**src/common/occ_pkg.sv**
```systemverilog
package occ_pkg;
    // register indices on the plain port
    localparam logic [2:0] OCC_ADDR_CTRL = 3'h0;   // compare_channel_control
    localparam logic [2:0] OCC_ADDR_PRI = 3'h1;    // primary_compare_value
    localparam logic [2:0] OCC_ADDR_SEC = 3'h2;    // secondary_compare_value
    localparam logic [2:0] OCC_ADDR_ISTAT = 3'h3;  // sticky event status
    localparam logic [2:0] OCC_ADDR_IMASK = 3'h4;  // event mask
    // control field positions
    localparam int OCC_MODE_LSB = 0;
    localparam int OCC_TSEL_BIT = 3;
    localparam int OCC_FLT_BIT = 4;
    localparam int OCC_SIDL_BIT = 13;
    // reset values
    localparam logic [15:0] OCC_CTRL_RST = 16'h0000;
    localparam logic [15:0] OCC_CMP_RST = 16'h0000;
    localparam logic [2:0] OCC_IRQ_RST = 3'h0;
    // status bits: output edge event, fault event, compare match event
    localparam int OCC_EV_EDGE = 0;
    localparam int OCC_EV_FAULT = 1;
    localparam int OCC_EV_MATCH = 2;

    // compare_mode_field encodings
    typedef enum logic [2:0] {
        OCC_M_OFF = 3'b000,
        OCC_M_LOW1 = 3'b001,
        OCC_M_HIGH1 = 3'b010,
        OCC_M_TOG = 3'b011,
        OCC_M_DLY1 = 3'b100,
        OCC_M_CONT = 3'b101,
        OCC_M_PWM = 3'b110,
        OCC_M_PWMF = 3'b111
    } occ_mode_t;

    // register port request
    typedef struct packed {
        logic [2:0] addr;
        logic [15:0] wdata;
        logic wr;
        logic rd;
    } occ_req_t;

    // time base from the two timers
    typedef struct packed {
        logic [15:0] t2_val;
        logic t2_roll;
        logic [15:0] t3_val;
        logic t3_roll;
    } occ_tb_t;
endpackage

```
**src/rtl/occ_channel.sv**
```systemverilog
// What this block does
// timebase_select picks third timer, else second
// compare timer to one or two values
// pin changes when timer equals compare value
// mode 000 disables, no pin, no interrupt
// mode 001 low start, match forces high
// mode 010 high start, match forces low
// mode 011 keeps level, match toggles pin
// mode 100 single pulse between two compares
// mode 101 repeated pulses, interrupt on fall
// mode 110 PWM, start level from primary
// mode 111 PWM, interrupt on fault fall
// fault flag read-only, hardware cleared
// idle_stop_bit halts channel in CPU idle; mode 111 fault edges still act (flag, fault event, pin low)
// software stops timer before control writes
// compare matches can raise interrupts
// PWM: duty match inactive, rollover reloads duty from secondary, active
// fault forces pin inactive until mode rewritten
//
// Added by the designer: the address map and the plain strobed port.
`timescale 1ns/1ps
module occ_channel
    import occ_pkg::*;
(
    // clock and reset
    input wire logic clk,
    input wire logic rst,
    // register port
    input wire occ_pkg::occ_req_t req,
    output logic [15:0] rdata,
    // time base and cpu state
    input wire occ_pkg::occ_tb_t tb,
    input wire logic cpu_idle,
    // fault input, active low
    input wire logic fault_input_a_n,
    // pin and interrupt
    output logic compare_output_pin,
    output logic pin_enable,
    output logic irq
);
    import occ_pkg::*;

    // whole state of the channel
    typedef struct packed {
        logic [2:0] mode;
        logic tsel;
        logic sidl;
        logic flt;
        logic [15:0] pri;
        logic [15:0] sec;
        logic [15:0] duty;
        logic pin;
        logic armed;
        logic flt_prev;
        logic [2:0] istat;
        logic [2:0] imask;
        logic [15:0] rdata;
    } occ_state_t;

    occ_state_t s_reg; // registered state
    occ_state_t s_next; // next state
    logic [15:0] tval; // selected timer value
    logic troll; // selected timer rollover
    logic run; // channel not halted
    logic m_pri; // primary match
    logic m_sec; // secondary match
    logic fault_fall; // fault input falling edge
    logic [2:0] ev; // events this cycle
    logic [15:0] ctrl_rd; // control readback
    logic [2:0] wmode; // written mode field

    // initial pin level for a newly written mode
    function automatic logic init_level(input logic [2:0] m, input logic [15:0] p,
                                        input logic cur);
        case (m)
            OCC_M_HIGH1: init_level = 1'b1;
            OCC_M_TOG: init_level = cur;
            OCC_M_PWM, OCC_M_PWMF: init_level = (p != 16'h0000);
            default: init_level = 1'b0;
        endcase
    endfunction

    // time base selection and matches
    always_comb
    begin
        tval = s_reg.tsel ? tb.t3_val : tb.t2_val;
        troll = s_reg.tsel ? tb.t3_roll : tb.t2_roll;
        run = !(s_reg.sidl && cpu_idle);
        m_pri = run && (tval == s_reg.pri);
        m_sec = run && (tval == s_reg.sec);
        fault_fall = s_reg.flt_prev && !fault_input_a_n;
        wmode = req.wdata[OCC_MODE_LSB +: 3];
    end

    // control register readback layout
    always_comb
    begin
        ctrl_rd = 16'h0000;
        ctrl_rd[OCC_MODE_LSB +: 3] = s_reg.mode;
        ctrl_rd[OCC_TSEL_BIT] = s_reg.tsel;
        ctrl_rd[OCC_FLT_BIT] = s_reg.flt;
        ctrl_rd[OCC_SIDL_BIT] = s_reg.sidl;
    end

    // next-state logic: mode behaviour, registers, interrupts
    always_comb
    begin
        s_next = s_reg;
        ev = 3'h0;
        s_next.flt_prev = fault_input_a_n;
        // mode behaviour
        case (occ_mode_t'(s_reg.mode))
            OCC_M_OFF:
            begin
                s_next.pin = 1'b0;
            end
            OCC_M_LOW1:
            begin
                if (m_pri && !s_reg.pin)
                begin
                    s_next.pin = 1'b1;
                    ev[OCC_EV_EDGE] = 1'b1;
                end
            end
            OCC_M_HIGH1:
            begin
                if (m_pri && s_reg.pin)
                begin
                    s_next.pin = 1'b0;
                    ev[OCC_EV_EDGE] = 1'b1;
                end
            end
            OCC_M_TOG:
            begin
                if (m_pri)
                begin
                    s_next.pin = !s_reg.pin;
                    ev[OCC_EV_EDGE] = 1'b1;
                end
            end
            OCC_M_DLY1, OCC_M_CONT:
            begin
                // rise on primary, fall on secondary
                if (m_pri && !s_reg.pin && s_reg.armed)
                begin
                    s_next.pin = 1'b1;
                end
                else if (m_sec && s_reg.pin)
                begin
                    s_next.pin = 1'b0;
                    ev[OCC_EV_EDGE] = 1'b1;
                    // one-shot disarms; continuous stays armed
                    s_next.armed = (s_reg.mode == OCC_M_CONT);
                end
            end
            OCC_M_PWM, OCC_M_PWMF:
            begin
                if (s_reg.mode == OCC_M_PWMF && fault_fall)
                begin
                    s_next.flt = 1'b1;
                    s_next.pin = 1'b0;
                    ev[OCC_EV_FAULT] = 1'b1;
                end
                else if (!s_reg.flt && run && troll)
                begin
                    s_next.duty = s_reg.sec;
                    s_next.pin = (s_reg.sec != 16'h0000);
                end
                else if (!s_reg.flt && run && tval == s_reg.duty)
                begin
                    s_next.pin = 1'b0;
                end
            end
            default:
            begin
                s_next.pin = s_reg.pin;
            end
        endcase
        // match event only when enabled, except PWM with no interrupt
        if (s_reg.mode != OCC_M_OFF && s_reg.mode != OCC_M_PWM && m_pri)
        begin
            ev[OCC_EV_MATCH] = 1'b1;
        end
        // register write; software clear loses to same-cycle set
        s_next.istat = s_reg.istat | ev;
        if (req.wr)
        begin
            case (req.addr)
                OCC_ADDR_CTRL:
                begin
                    s_next.mode = wmode;
                    s_next.tsel = req.wdata[OCC_TSEL_BIT];
                    s_next.sidl = req.wdata[OCC_SIDL_BIT];
                    // a fault in the same cycle outlasts the rewrite
                    s_next.flt = ev[OCC_EV_FAULT];
                    s_next.armed = 1'b1;
                    s_next.duty = s_reg.pri;
                    if (ev[OCC_EV_FAULT])
                    begin
                        s_next.pin = 1'b0;
                    end
                    else
                    begin
                        s_next.pin = init_level(wmode, s_reg.pri, s_reg.pin);
                    end
                end
                OCC_ADDR_PRI: s_next.pri = req.wdata;
                OCC_ADDR_SEC: s_next.sec = req.wdata;
                OCC_ADDR_ISTAT: s_next.istat = (s_reg.istat & ~req.wdata[2:0]) | ev;
                OCC_ADDR_IMASK: s_next.imask = req.wdata[2:0];
                default: s_next.imask = s_reg.imask;
            endcase
        end
        // read data, next cycle only
        s_next.rdata = 16'h0000;
        if (req.rd)
        begin
            case (req.addr)
                OCC_ADDR_CTRL: s_next.rdata = ctrl_rd;
                OCC_ADDR_PRI: s_next.rdata = s_reg.pri;
                OCC_ADDR_SEC: s_next.rdata = s_reg.sec;
                OCC_ADDR_ISTAT: s_next.rdata = {13'h0000, s_reg.istat};
                OCC_ADDR_IMASK: s_next.rdata = {13'h0000, s_reg.imask};
                default: s_next.rdata = 16'h0000;
            endcase
        end
    end

    // state register
    always_ff @(posedge clk)
    begin
        if (rst)
        begin
            s_reg <= '0;
            s_reg.pri <= OCC_CMP_RST;
            s_reg.sec <= OCC_CMP_RST;
            s_reg.istat <= OCC_IRQ_RST;
            s_reg.imask <= OCC_IRQ_RST;
            s_reg.flt_prev <= 1'b1;
        end
        else
        begin
            s_reg <= s_next;
        end
    end

    // outputs
    assign rdata = s_reg.rdata;
    assign compare_output_pin = s_reg.pin;
    assign pin_enable = (s_reg.mode != OCC_M_OFF);
    assign irq = |(s_reg.istat & s_reg.imask);
endmodule

```
**config.mk**
```make
export PLATFORM = sky130hd
export DESIGN_NAME = occ_channel
export DESIGN_NICKNAME = d
export VERILOG_FILES = /design/src/common/occ_pkg.sv /design/src/rtl/occ_channel.sv
export SDC_FILE = /design/constraint.sdc
export NUM_CORES = 1
export LEC_CHECK = 0
export ABC_AREA = 0
export BUFFER_PORTS_ARGS = -buffer_cell sky130_fd_sc_hd__buf_2
export CAP_MARGIN = 20
export CELL_PAD_IN_SITES_DETAIL_PLACEMENT = 0
export CELL_PAD_IN_SITES_GLOBAL_PLACEMENT = 2
export CORE_MARGIN = 2
export CORE_UTILIZATION = 36
export CTS_CLUSTER_DIAMETER = 30
export DETAILED_ROUTE_END_ITERATION = 8
export PLACE_DENSITY_LB_ADDON = 0.05
export SETUP_SLACK_MARGIN = 0.4
export SYNTH_ARGS = -nofsm -noshare
export SYNTH_HDL_FRONTEND = slang
export SYNTH_SLANG_ARGS = --single-unit
```
**constraint.sdc**
```tcl
create_clock -name clk -period 4.9 [get_ports clk]
set_clock_uncertainty 0.1 [all_clocks]
set_input_delay 0.735 -clock clk [delete_from_list [all_inputs] [get_ports clk]]
set_output_delay 0.735 -clock clk [all_outputs]
set_load 0.1 [all_outputs]
```
==> impl_metrics.py <==
metrics = {
    "timing": {
        "hold_viol": 0,
        "slew_headroom": 0.320,
        "min_period_ns": 3.96,
        "fin_tns_setup_ns": 0,
        "setup_viol": 0,
        "tightest_slew_ns": 1.02,
        "grt_setup_unrepaired": "false",
        "min_period_over_period": 0.808,
        "slew_violations": 0,
        "fmax_mhz": 253,
    },
    "cells_and_area": {
        "final_core_util": 0.420,
        "fillers": 1236,
        "seq_area_um2": 1580,
        "layout-drive-gt1-share": 0.218,
        "largest_reg_flops": 56,
        "layoutNonFillerInstCount": 701,
        "most-common-layout-cells": "91 x nand2_1, 78 x dfxtp_1, 77 x buf_2",
        "final_nets": 612,
        "multi_input_area_um2": 2470,
        "final_common_cell": "nand2_1",
        "n_antenna_cell": 0,
        "area_growth_pct": 15.1,
    },
    "placed_design": {
        "gp_congestion": 0.862,
        "io_buffer_count": 77,
        "place_hpwl_um": 9580,
        "place_inst": 685,
    },
    "floorplan": {
        "die-height_um": 114,
        "io_pins": 78,
        "floorplan.initialDensity": 0.365,
        "die_x_um": 114,
        "die-area_um2": 12900,
        "coreArea_um2": 11900,
        "num_rows": 40,
    },
    "synth": {
        "synth_ff_type": "dfxtp_1",
        "synth_edf_count": 0,
        "synth_cell_types": 43,
        "syn-num-nets": 564,
        "synth_seq_area_share": 0.366,
        "synth.avg_cell_area_um2": 8.63,
        "synth_area_um2": 4320,
        "syn_inst": 501,
        "ys_seq_elements": 79,
        "ys_warn_count": 0,
        "async_reset_ff_frac": 0,
    },
    "power_and_ir_drop": {
        "power_density_nw_per_um2": 306,
        "p_leak_nw": 1.87,
        "peakVddDrop_v": 0.000174,
    },
    "flow_run": {
        "cap_violations": 0,
    },
    "global_route": {
        "grt_pass1_wl_um": 20500,
        "grt_max_degree": 49,
        "antenna_found_initial": 0,
        "track_usage": 0.210,
        "grt_overflow": 0,
        "grt_pass1_vias": 3597,
    },
    "routing": {
        "drc": 0,
        "wirelength_um": 13100,
        "vias_per_cell": 5.24,
        "post_drt_wl_per_cell_um": 18.7,
        "postRouteAntennaNets": 0,
        "dr.first_iter.drc_count": 183,
        "via_count": 3676,
        "first_pass_iters": 5,
    },
    "critical_path": {
        "critPathKind": "flip-flop to flip-flop",
        "endpoint_kind": "flip-flop",
        "worstPathMaxFanout": 15,
        "arrival_ns": 4.10,
        "crit_required_ns": 5.04,
        "critPathLaunchType": "flip-flop",
        "rrSetupSlack_ns": 0.94,
    },
    "clock_tree": {
        "htreeDepth": 3,
        "cts.path.max_buffers": 2,
        "cts_resized": 0,
        "postCtsSetupRepairBufs": 0,
        "cts_buffers": 9,
        "cts.sinks": 79,
        "path_clk_slew_ns": 0.06,
        "cts-root-buf": "clkbuf_16",
        "cts_tree": "done",
        "clock_latency_ns": 0.34,
        "holdBufCountCts": 0,
    },
    "outcome": {
        "status": "finished clean",
    },
    "worst_hold_path": {
        "worstHoldPathType": "flip-flop to flip-flop",
    },
}
-- worst paths after layout --
kind | cells past startpoint | from | endpoint
max | 15 | ctrl_rd[3] | compare_output_pin
min | 2 | s_reg[21] | s_reg[21]
max reg2reg | 15 | ctrl_rd[3] | compare_output_pin
min reg2reg | 2 | s_reg[21] | s_reg[21]
-- critical path, stage by stage (launching register included) --
cell and delay, ns:
dfxtp_2 0.79, buf_4 0.25, mux2i_2 0.31, xnor2_1 0.10
nor4_1 0.30, nand4_1 0.18, nor3_1 0.44, inv_1 0.15
ha_1 0.30, inv_1 0.05, mux2i_1 0.06, a22oi_1 0.21
o22ai_1 0.10, a21oi_1 0.16, o311ai_1 0.10, a41o_1 0.26
-- logic make-up (layout without fill, tap and decap cells) --
| kind of cell | count (synthesis) | after routing | synth area share |
|---|---|---|---|
| AOI/OAI and AO/OA | 86 | 86 | 0.121 |
| xor gates and xnor gates | 49 | 49 | 0.0992 |
| adders and majority gates | 4 | 4 | 0.0116 |
| buffers and inverters | 50 | 103 | 0.0631 |
| DFF | 79 | 79 | 0.366 |
| muxes | 43 | 43 | 0.140 |
| and+or+nand+nor | 190 | 190 | 0.199 |
-- cells in the mapped netlist, types with 2 or more instances --
cell,count,share of area
mux2i_1,24,0.056
a211oi_1,16,0.028
nand4_1,5,0.0072
nand3_1,4,0.0046
dfxtp_1,79,0.37
nor2_1,42,0.036
mux2i_2,7,0.022
mux4_2,3,0.016
nor2b_1,6,0.0087
buf_4,16,0.028
a21oi_1,50,0.058
nor4_1,16,0.023
inv_1,5,0.0043
nand2_1,91,0.079
and2_1,4,0.0058
ha_1,4,0.012
nand2b_1,6,0.0087
mux2i_4,9,0.047
nor3_1,5,0.0058
or2_2,2,0.0029
a22oi_1,11,0.019
o21ai_1,2,0.0023
xnor2_1,48,0.097
clkbuf_1,26,0.023
and3_1,2,0.0029
-- layer usage --
layer / vias to the layer above / routed length, um / GRT usage
met5: - / 0 / 0
met4: 0 / 225 / 0.0707
met3: 16 / 510 / 0.0329
met2: 80 / 5870 / 0.318
met1: 1768 / 6540 / 0.306
li1: 1812 / - / -
-- per-stage QoR --
stage	hold WS, ns	setup slack [ns]	power (mW)	cell area [um^2]
2_1_floorplan	0.344	1.74	0.790	4320
5_1_grt	0.402	0.602	1.58	4980
3_3_place_gp	0.370	1.06	0.856	4680
3_5_place_dp	0.379	0.901	0.856	4680
6_report	0.388	0.940	1.52	4980
4_1_cts	0.389	0.898	1.54	4980
-- final cells by class --
class                   instances  area share
multi-input cells             372       0.496
flip-flops and latches         79       0.318
repair buffers                 82      0.0849
clock buffers                  11      0.0488
well taps                     147      0.0369
clock inverters                 5      0.0116
inverters                       5     0.00377
-- power breakdown --
part | leakage (nW) | switching, mW | internal, mW
combinational | 1.10 | 0.0920 | 0.0728
sequential | 0.640 | 0.0200 | 0.655
clock | 0.138 | 0.274 | 0.408
(Power assumes the default switching activity.)
